### config.mk
export PLATFORM = sky130hd
export DESIGN_NAME = pamx_pin_mux
export DESIGN_NICKNAME = d
export VERILOG_FILES = /design/src/logic/pamx_pin_mux.v /design/src/logic/pamx_sync2.v
export VERILOG_INCLUDE_DIRS = /design/src /design/src/inc
export SDC_FILE = /design/constraint.sdc
export NUM_CORES = 1
export LEC_CHECK = 0
export ABC_AREA = 1
export BUFFER_PORTS_ARGS = -buffer_cell sky130_fd_sc_hd__buf_2
export CAP_MARGIN = 20
export CORE_AREA = 2 2 83 85
export DETAILED_ROUTE_END_ITERATION = 12
export DIE_AREA = 0 0 85 87
export PLACE_DENSITY = 0.78
export SYNTH_ARGS = -nofsm -noshare
export SYNTH_HDL_FRONTEND = slang
export SYNTH_SLANG_ARGS = --single-unit
### constraint.sdc
create_clock -name clk -period 3.3 [get_ports clk]
set_clock_uncertainty 0.2 [all_clocks]
set_input_delay 0.165 -clock clk [delete_from_list [all_inputs] [get_ports clk]]
set_output_delay 0.165 -clock clk [all_outputs]
set_load 0.03 [all_outputs]
### src/inc/pamx_regs.vh
/*
 Constants for the port A bits 1 to 3 pin function multiplexer: configuration
 field codes, field positions, remap bits and serial controller modes.
 Assumes it is included by bare name from the logic files.
*/
`ifndef PAMX_REGS_VH
`define PAMX_REGS_VH

// ----------------------------------------------------------------------
// Per-pin port configuration field codes
// ----------------------------------------------------------------------
`define PAMX_CFG_ANALOG 4'h0
`define PAMX_CFG_OUT 4'h1
`define PAMX_CFG_IN 4'h4
`define PAMX_CFG_OUT_OD 4'h5
`define PAMX_CFG_IN_PULL 4'h8
`define PAMX_CFG_ALT_OUT 4'h9
`define PAMX_CFG_ALT_OD 4'hd

// ----------------------------------------------------------------------
// Field positions in the low port A configuration word
// ----------------------------------------------------------------------
`define PAMX_FLD_BIT1 7:4
`define PAMX_FLD_BIT2 11:8
`define PAMX_FLD_BIT3 15:12

// ----------------------------------------------------------------------
// Timer 2 remap option bits
// ----------------------------------------------------------------------
`define PAMX_REMAP_CH2 5
`define PAMX_REMAP_CH3 6
`define PAMX_REMAP_CH4 7

// ----------------------------------------------------------------------
// Serial controller 2 function select and SPI configuration
// ----------------------------------------------------------------------
`define PAMX_SER_OFF 2'h0
`define PAMX_SER_UART 2'h1
`define PAMX_SER_SPI 2'h2
`define PAMX_SER_TWI 2'h3
`define PAMX_SPI_MASTER_BIT 4

// ----------------------------------------------------------------------
// Port pin positions and reset values
// ----------------------------------------------------------------------
`define PAMX_PIN_BIT1 1
`define PAMX_PIN_BIT2 2
`define PAMX_PIN_BIT3 3
`define PAMX_SYNC_RESET 1'h0
`define PAMX_SSEL_IDLE 1'h1

`endif

### src/logic/pamx_pin_mux.v
/*
 Pin function multiplexer for port A bits 1 to 3: general purpose port,
 USB plus line analog path, timer 2 channels 2 to 4 and serial controller
 2 TWI and SPI signals; also the two flexible interrupt source selectors.
 Assumes all configuration inputs come from registers on clk, and that the
 pad ring resolves pin level from pin_out and pin_oe.
*/
// Summary of operation
// Bit 1 analog field connects USB plus line
// Timer channel 3 drives bit 1 when allowed
// Bit 1 feeds timer channel 3 unremapped
// TWI data open-drain on bit 1 when free
// SPI slave data out on bit 1
// SPI master samples bit 1 as input
// Timer channel 4 drives bit 2 when allowed
// Bit 2 feeds timer channel 4 unremapped
// TWI clock open-drain on bit 2 when free
// SPI master clock out on bit 2
// SPI slave takes clock from bit 2
// SPI slave takes select from bit 3
// Timer channel 2 drives bit 3 when allowed
// Bit 3 feeds timer channel 2 unremapped
// Flexible interrupts sourced from any port pin
// SPI config bit 4 set means master
// No function selected gives plain port pin
`timescale 1ns/10ps
`default_nettype none
`include "pamx_regs.vh"

module pamx_pin_mux
#(
   parameter PIN_COUNT = 32,
   parameter SEL_WIDTH = 5,
   parameter HAS_USB = 1
)
(
   input wire clk,
   input wire rst_b,
   input wire [PIN_COUNT-1:0] gpio_pins_in,
   input wire [15:0] port_a_low_config_fields,
   input wire [3:1] port_a_data_out,
   input wire [7:0] timer2_remap_option,
   input wire [4:2] timer2_channel_output_enables,
   input wire [4:2] timer2_channel_out,
   input wire [1:0] serial2_function_select,
   input wire [7:0] serial2_spi_config,
   input wire serial2_twi_data_out,
   input wire serial2_twi_clock_out,
   input wire serial2_spi_slave_out_master_in_out,
   input wire serial2_spi_clock_out,
   input wire [SEL_WIDTH-1:0] flex_interrupt_c_source,
   input wire [SEL_WIDTH-1:0] flex_interrupt_d_source,
   output reg [3:1] pin_out,
   output reg [3:1] pin_oe,
   output reg usb_plus_line_connect,
   output reg [3:1] port_a_data_in,
   output reg [4:2] timer2_channel_in,
   output reg serial2_twi_data_in,
   output reg serial2_twi_clock_in,
   output reg serial2_spi_slave_out_master_in_in,
   output reg serial2_spi_clock_in,
   output reg serial2_spi_slave_select_n,
   output reg flex_interrupt_c,
   output reg flex_interrupt_d
);

   // ----------------------------------------------------------------------
   // Drive decode shared by all three pins
   // ----------------------------------------------------------------------
   // Returns {oe, out}; open-drain modes only ever pull low
   function [1:0] pamx_drive;
      input [3:0] field;
      input port_val;
      input alt_val;
      input alt_ok;
      begin
         case (field)
            `PAMX_CFG_OUT: pamx_drive = {1'b1, port_val};
            `PAMX_CFG_OUT_OD: pamx_drive = {~port_val, 1'b0};
            `PAMX_CFG_ALT_OUT: pamx_drive = {1'b1, alt_ok & alt_val};
            // Ineligible open-drain function releases the pad, never pulls it low
            `PAMX_CFG_ALT_OD: pamx_drive = {alt_ok & ~alt_val, 1'b0};
            default: pamx_drive = 2'h0;
         endcase
      end
   endfunction

   // ----------------------------------------------------------------------
   // Synchronised pin levels
   // ----------------------------------------------------------------------
   wire [PIN_COUNT-1:0] pins_sync;

   pamx_sync2 #(.WIDTH(PIN_COUNT)) u_sync
   (
      .clk(clk),
      .rst_b(rst_b),
      .async_in(gpio_pins_in),
      .sync_out(pins_sync)
   );

   // ----------------------------------------------------------------------
   // Function qualifiers
   // ----------------------------------------------------------------------
   wire [3:0] field1 = port_a_low_config_fields[`PAMX_FLD_BIT1];
   wire [3:0] field2 = port_a_low_config_fields[`PAMX_FLD_BIT2];
   wire [3:0] field3 = port_a_low_config_fields[`PAMX_FLD_BIT3];
   wire remap3 = timer2_remap_option[`PAMX_REMAP_CH3];
   wire remap4 = timer2_remap_option[`PAMX_REMAP_CH4];
   wire remap2 = timer2_remap_option[`PAMX_REMAP_CH2];
   wire mode_twi = (serial2_function_select == `PAMX_SER_TWI);
   wire mode_spi = (serial2_function_select == `PAMX_SER_SPI);
   // Master polarity unconfirmed; kept to one bit so it is easy to flip
   wire spi_master = mode_spi & serial2_spi_config[`PAMX_SPI_MASTER_BIT];
   wire spi_slave = mode_spi & ~serial2_spi_config[`PAMX_SPI_MASTER_BIT];
   // Timer owns a pin only when unremapped and its output is enabled
   wire tim3_owns = ~remap3 & timer2_channel_output_enables[3];
   wire tim4_owns = ~remap4 & timer2_channel_output_enables[4];
   wire tim2_owns = ~remap2 & timer2_channel_output_enables[2];
   wire usb_sel = (HAS_USB != 0) && (field1 == `PAMX_CFG_ANALOG);

   // ----------------------------------------------------------------------
   // Alternate function per pin
   // ----------------------------------------------------------------------
   reg alt1_val;
   reg alt1_ok;
   reg alt2_val;
   reg alt2_ok;
   reg alt3_val;
   reg alt3_ok;

   always @*
   begin
      alt1_val = 1'b0;
      alt1_ok = 1'b0;
      if (field1 == `PAMX_CFG_ALT_OD)
      begin
         alt1_ok = mode_twi & ~tim3_owns;
         alt1_val = serial2_twi_data_out;
      end
      else if (tim3_owns)
      begin
         alt1_ok = 1'b1;
         alt1_val = timer2_channel_out[3];
      end
      else if (spi_slave)
      begin
         alt1_ok = 1'b1;
         alt1_val = serial2_spi_slave_out_master_in_out;
      end
   end

   always @*
   begin
      alt2_val = 1'b0;
      alt2_ok = 1'b0;
      if (field2 == `PAMX_CFG_ALT_OD)
      begin
         alt2_ok = mode_twi & ~tim4_owns;
         alt2_val = serial2_twi_clock_out;
      end
      else if (tim4_owns)
      begin
         alt2_ok = 1'b1;
         alt2_val = timer2_channel_out[4];
      end
      else if (spi_master)
      begin
         alt2_ok = 1'b1;
         alt2_val = serial2_spi_clock_out;
      end
   end

   // Only the timer drives bit 3; slave select is an input
   always @*
   begin
      alt3_ok = tim2_owns & (field3 == `PAMX_CFG_ALT_OUT);
      alt3_val = timer2_channel_out[2];
   end

   // ----------------------------------------------------------------------
   // Pad drive
   // ----------------------------------------------------------------------
   wire [1:0] drive1 = pamx_drive(field1, port_a_data_out[1], alt1_val, alt1_ok);
   wire [1:0] drive2 = pamx_drive(field2, port_a_data_out[2], alt2_val, alt2_ok);
   wire [1:0] drive3 = pamx_drive(field3, port_a_data_out[3], alt3_val, alt3_ok);

   always @(posedge clk or negedge rst_b)
   begin
      if (!rst_b)
      begin
         pin_out <= 3'h0;
         pin_oe <= 3'h0;
         usb_plus_line_connect <= 1'b0;
      end
      else
      begin
         // Analog path takes the pad away from every digital driver
         pin_oe <= {drive3[1], drive2[1], drive1[1] & ~usb_sel};
         pin_out <= {drive3[0], drive2[0], drive1[0]};
         usb_plus_line_connect <= usb_sel;
      end
   end

   // ----------------------------------------------------------------------
   // Peripheral inputs
   // ----------------------------------------------------------------------
   wire in1 = pins_sync[`PAMX_PIN_BIT1];
   wire in2 = pins_sync[`PAMX_PIN_BIT2];
   wire in3 = pins_sync[`PAMX_PIN_BIT3];

   always @(posedge clk or negedge rst_b)
   begin
      if (!rst_b)
      begin
         port_a_data_in <= 3'h0;
         timer2_channel_in <= 3'h0;
         serial2_twi_data_in <= `PAMX_SSEL_IDLE;
         serial2_twi_clock_in <= `PAMX_SSEL_IDLE;
         serial2_spi_slave_out_master_in_in <= 1'b0;
         serial2_spi_clock_in <= 1'b0;
         serial2_spi_slave_select_n <= `PAMX_SSEL_IDLE;
      end
      else
      begin
         port_a_data_in <= {in3, in2, in1};
         // Remapped channels take their input from another pin
         timer2_channel_in[3] <= ~remap3 & in1;
         timer2_channel_in[4] <= ~remap4 & in2;
         timer2_channel_in[2] <= ~remap2 & in3;
         serial2_twi_data_in <= mode_twi ? in1 : `PAMX_SSEL_IDLE;
         serial2_twi_clock_in <= mode_twi ? in2 : `PAMX_SSEL_IDLE;
         serial2_spi_slave_out_master_in_in <= spi_master & in1;
         serial2_spi_clock_in <= spi_slave & in2;
         // Idle high outside slave mode so the controller never sees a select
         serial2_spi_slave_select_n <= spi_slave ? in3 : `PAMX_SSEL_IDLE;
      end
   end

   // ----------------------------------------------------------------------
   // Flexible interrupt sources
   // ----------------------------------------------------------------------
   always @(posedge clk or negedge rst_b)
   begin
      if (!rst_b)
      begin
         flex_interrupt_c <= 1'b0;
         flex_interrupt_d <= 1'b0;
      end
      else
      begin
         flex_interrupt_c <= pins_sync[flex_interrupt_c_source];
         flex_interrupt_d <= pins_sync[flex_interrupt_d_source];
      end
   end

endmodule // pamx_pin_mux

`default_nettype wire

### src/logic/pamx_sync2.v
/*
 Two-stage synchroniser for a bus of independent level inputs.
 Assumes each bit is a slow level from a pin; bits are not coherent.
*/
`timescale 1ns/10ps
`default_nettype none
`include "pamx_regs.vh"

module pamx_sync2
#(
   parameter WIDTH = 32
)
(
   input wire clk,
   input wire rst_b,
   input wire [WIDTH-1:0] async_in,
   output reg [WIDTH-1:0] sync_out
);

   reg [WIDTH-1:0] stage1;

   // First stage feeds only the second one
   always @(posedge clk or negedge rst_b)
   begin
      if (!rst_b)
      begin
         stage1 <= {WIDTH{`PAMX_SYNC_RESET}};
         sync_out <= {WIDTH{`PAMX_SYNC_RESET}};
      end
      else
      begin
         stage1 <= async_in;
         sync_out <= stage1;
      end
   end

endmodule // pamx_sync2

`default_nettype wire

==> run_summary.xml <==
<?xml version="1.0" encoding="UTF-8"?>
<metrics>
  <group name="run_status">
    <metric name="result_of_the_run" unit="">finished clean</metric>
  </group>
  <group name="logic_synthesis">
    <metric name="synth.distinct_cells" unit="">19</metric>
    <metric name="synth.avg_cell_area" unit="um^2">9.942</metric>
    <metric name="synth_nets" unit="">407</metric>
    <metric name="synth.cell_area" unit="um^2">3142</metric>
    <metric name="netlist_top_cells_area" unit="">dfrtp_1 (65%), nand2_1 (13%), nand3_1 (9.6%)</metric>
    <metric name="syn_inst" unit="">316</metric>
    <metric name="seq_area_frac_synth" unit="%">67.03</metric>
    <metric name="synth.ff_latch_count" unit="">84</metric>
    <metric name="yosysWarningCount" unit="">0</metric>
    <metric name="synth_top_area_share" unit="%">64.52</metric>
    <metric name="synthDominantAreaCellType" unit="">dfrtp_1</metric>
  </group>
  <group name="layout">
    <metric name="post_layout_nonfiller_instances" unit="">566</metric>
    <metric name="num-nets-final" unit="">571</metric>
    <metric name="mostFrequentLayoutCell" unit="">nand2_1</metric>
    <metric name="share_of_post_route_cells_with_drive_strength_above_1" unit="%">24.54</metric>
    <metric name="area_delta_synth_final" unit="%">43.61</metric>
    <metric name="commonest_cells_after_routing_fill_and_taps_aside" unit="">nand2_1 (110), buf_2 (93), dfrtp_1 (81)</metric>
  </group>
  <group name="drt">
    <metric name="route.vias.total" unit="">2743</metric>
    <metric name="totalWireLength" unit="mm">7.717</metric>
    <metric name="antenna_violating_nets_post_route" unit="">0</metric>
    <metric name="firstDrtPassIters" unit="">7</metric>
    <metric name="drt_first_iter_violations" unit="">157</metric>
    <metric name="drt-wirelength-per-cell" unit="um">13.63</metric>
    <metric name="drc_violations_left" unit="">0</metric>
    <metric name="per_cell_via_count_in_the_routed_design" unit="">4.846</metric>
  </group>
  <group name="floorplan">
    <metric name="std_cell_rows" unit="">30</metric>
    <metric name="core_area" unit="um^2">6569</metric>
    <metric name="floorplan.die.height" unit="um">87</metric>
    <metric name="horizontal_extent_of_the_die" unit="um">85</metric>
    <metric name="ios" unit="">111</metric>
    <metric name="start_util" unit="%">47.83</metric>
    <metric name="fp.dieArea" unit="um^2">7395</metric>
  </group>
  <group name="timing">
    <metric name="maximum_clock_frequency" unit="GHz">0.3704</metric>
    <metric name="report.final.setup_viol" unit="">0</metric>
    <metric name="rsz_0062_raised_after_global_routing" unit="">false</metric>
    <metric name="worst_slew_margin_rel" unit="%">73.91</metric>
    <metric name="post-route-min-period" unit="ps">2700</metric>
    <metric name="slew_viol_final" unit="">0</metric>
    <metric name="worst_pin_slew" unit="ps">381.5</metric>
    <metric name="worst_hold_slack" unit="ps">146.1</metric>
    <metric name="final.setup.tns" unit="ps">0</metric>
    <metric name="final_hold_viol_count" unit="">0</metric>
    <metric name="finalCritPeriodShare" unit="%">81.81</metric>
  </group>
  <group name="critical_path">
    <metric name="cp-startpoint" unit="">serial2_function_select[0]</metric>
    <metric name="worst_ep_required_time" unit="ps">3330</metric>
    <metric name="cp_slowest_stage_delay" unit="ps">570</metric>
    <metric name="worst-path-max-fanout" unit="">2</metric>
    <metric name="critPathBufInv" unit="">5</metric>
    <metric name="r2r-start" unit="">u_sync.sync_out[28]</metric>
    <metric name="cp_top_family" unit="">buffers and inverters</metric>
    <metric name="ff2ff_path_depth" unit="">10</metric>
    <metric name="timing.critical_path.to_type" unit="">flop</metric>
    <metric name="worst-endpoint-arrival" unit="ps">2730</metric>
    <metric name="worstSetupPathDepth" unit="">12</metric>
    <metric name="crit_chain" unit="">dlygate4sd3_1 &gt; buf_2 &gt; inv_1 &gt; nand2_1 &gt; dlygate4sd3_1 &gt; nor2_1 &gt; nand3_1 &gt; nand2_1 &gt; nand2_1 &gt; nand3_1 &gt; nand3_1 &gt; dlygate4sd3_1</metric>
    <metric name="worst_path_max_delay_cell" unit="">dlygate4sd3_1</metric>
    <metric name="cp-start-kind" unit="">primary input</metric>
    <metric name="worstSetupPathType" unit="">primary input to flop</metric>
  </group>
  <group name="cts">
    <metric name="cts.sink_count" unit="">84</metric>
    <metric name="deepest_clock_path_buffer_count" unit="">2</metric>
    <metric name="cts_inserted_buffers" unit="">9</metric>
    <metric name="cts_tree" unit="">yes</metric>
    <metric name="post_cts_gate_resize_count" unit="">0</metric>
    <metric name="post_cts_buffers" unit="">0</metric>
    <metric name="clockRootBuffer" unit="">clkbuf_8</metric>
    <metric name="worst_skew_pair.late_latency" unit="ps">350</metric>
    <metric name="cts-htree-levels" unit="">3</metric>
    <metric name="clkSlewWorstSetupHoldPaths" unit="ps">90</metric>
    <metric name="cts_hold_buffers" unit="">65</metric>
  </group>
  <group name="place">
    <metric name="port_buffers" unit="">94</metric>
    <metric name="place_inst" unit="">482</metric>
    <metric name="place.gp.congestion" unit="">0.8574</metric>
    <metric name="dp_hpwl" unit="mm">4.594</metric>
  </group>
  <group name="flow_run">
    <metric name="max_cap_violations" unit="">0</metric>
  </group>
  <group name="power_and_ir_drop">
    <metric name="vdd_drop_max" unit="uV">330.7</metric>
    <metric name="power-per-cell-area" unit="nW/um^2">453.0</metric>
    <metric name="switching_power" unit="mW">0.5489</metric>
    <metric name="cellInternalPower" unit="mW">1.495</metric>
    <metric name="design_power_total" unit="mW">2.044</metric>
    <metric name="power_switching_share" unit="%">26.86</metric>
    <metric name="clock_power_share" unit="%">32.3</metric>
    <metric name="pwr-share-seq" unit="%">53.8</metric>
    <metric name="share_comb_of_total_power" unit="%">13.8</metric>
    <metric name="p_leak" unit="nW">2.371</metric>
  </group>
  <group name="hold_path">
    <metric name="holdCritPathClass" unit="">flop to flop</metric>
    <metric name="worst_hold_path.num_cells" unit="">0</metric>
    <metric name="holdCritStartpoint" unit="">u_sync.stage1[9]</metric>
  </group>
  <group name="grt">
    <metric name="global_route.usage.met1" unit="%">26.19</metric>
    <metric name="grtUsageMet2" unit="%">36.43</metric>
    <metric name="grt_start_max_net_pins" unit="">85</metric>
    <metric name="gr-total-overflow" unit="">0</metric>
    <metric name="first_global_vias" unit="">2677</metric>
    <metric name="grt.total_usage" unit="%">21.65</metric>
    <metric name="global_route.usage.met3" unit="%">5.024</metric>
    <metric name="grt_first_pass_wirelength" unit="mm">12.17</metric>
    <metric name="antenna_found_initial" unit="">1</metric>
    <metric name="busiest_layer" unit="">met2</metric>
  </group>
</metrics>
registers in the layout, summed over array words and instances (netlist names):
register                            count
flex_interrupt_c                        1
flex_interrupt_d                        1
pin_oe                                  3
pin_out                                 3
port_a_data_in                          3
serial2_spi_clock_in                    1
serial2_spi_slave_out_master_in_in      1
serial2_spi_slave_select_n              1
serial2_twi_clock_in                    1
serial2_twi_data_in                     1
timer2_channel_in                       3
u_sync.stage1                          32
u_sync.sync_out                        32
usb_plus_line_connect                   1
path summary, 6_finish.rpt:
check	to	slack [ps]
min in group asynchronous	pin_oe[3]	490
min	u_sync.sync_out[9]	150
max reg2reg	flex_interrupt_d	970
min reg2reg	u_sync.sync_out[9]	150
max in group asynchronous	u_sync.sync_out[19]	1840
max	pin_oe[1]	600
kinds of logic after synthesis:
kind of cell	share of synthesized area, %
and+or+nand+nor	24.97
DFF	67.03
buffers and inverters	6.492
AOI/OAI and AO/OA	1.513
cell usage after synthesis:
cell type  count
nand3_1       60
buf_6          6
nor3_1         3
nor2_2         1
nand4_1        1
buf_2          2
dfrtp_1       81
a211o_1        1
inv_2          2
a21oi_1        1
nor2_1        10
nand2_1      110
a2111oi_0      1
o21ai_0        2
inv_6          2
o211ai_1       2
nor4_1         1
inv_1         27
dfstp_2        3
through the flow:
step	area, um^2	util [%]	worst slack (ps)
final	4512	68.69	600.3
after floorplan	3142	-	2157
after CTS	4472	68.08	686.5
after global placement	3637	55.37	1860
after global routing	4512	68.69	499.2
after detailed placement	3637	55.37	1815
worst reg2reg max path: stages (launching register included):
cell and delay (ps):
dfrtp_1 410, nand2_1 70, nand3_1 60, nand3_1 100
nand2_1 70, nand2_1 60, nand2_1 50, nand2_1 50
dlygate4sd3_1 550, nand2_1 60, dlygate4sd3_1 540
power groups by stage:
stage	clock network, mW	registers, mW	logic (mW)
6_report	0.661	1.10	0.283
5_1_grt	0.736	1.11	0.313
4_1_cts	0.674	1.10	0.273
3_5_place_dp	0	1.12	0.214
3_3_place_gp	0	1.12	0.208
2_1_floorplan	0	1.14	0.0935
final cells by class:
type	instances	area, um^2
Clock buffer	9	123.9
Fill cell	477	2057
Sequential cell	84	2106
Inverter	31	126.4
Timing Repair Buffer	161	1161
Antenna cell	1	2.502
Tap cell	80	100.1
Multi-Input combinational cell	193	832.0
Clock inverter	7	60.06
metal layers:
metal  routed length (um)  vias up
met4                  264        0
met3                  434       23
met1                 2875     1279
li1                     -     1324
met2                 4143      117
met5                    0        -
Note: power is estimated with default switching activity, not from simulation.
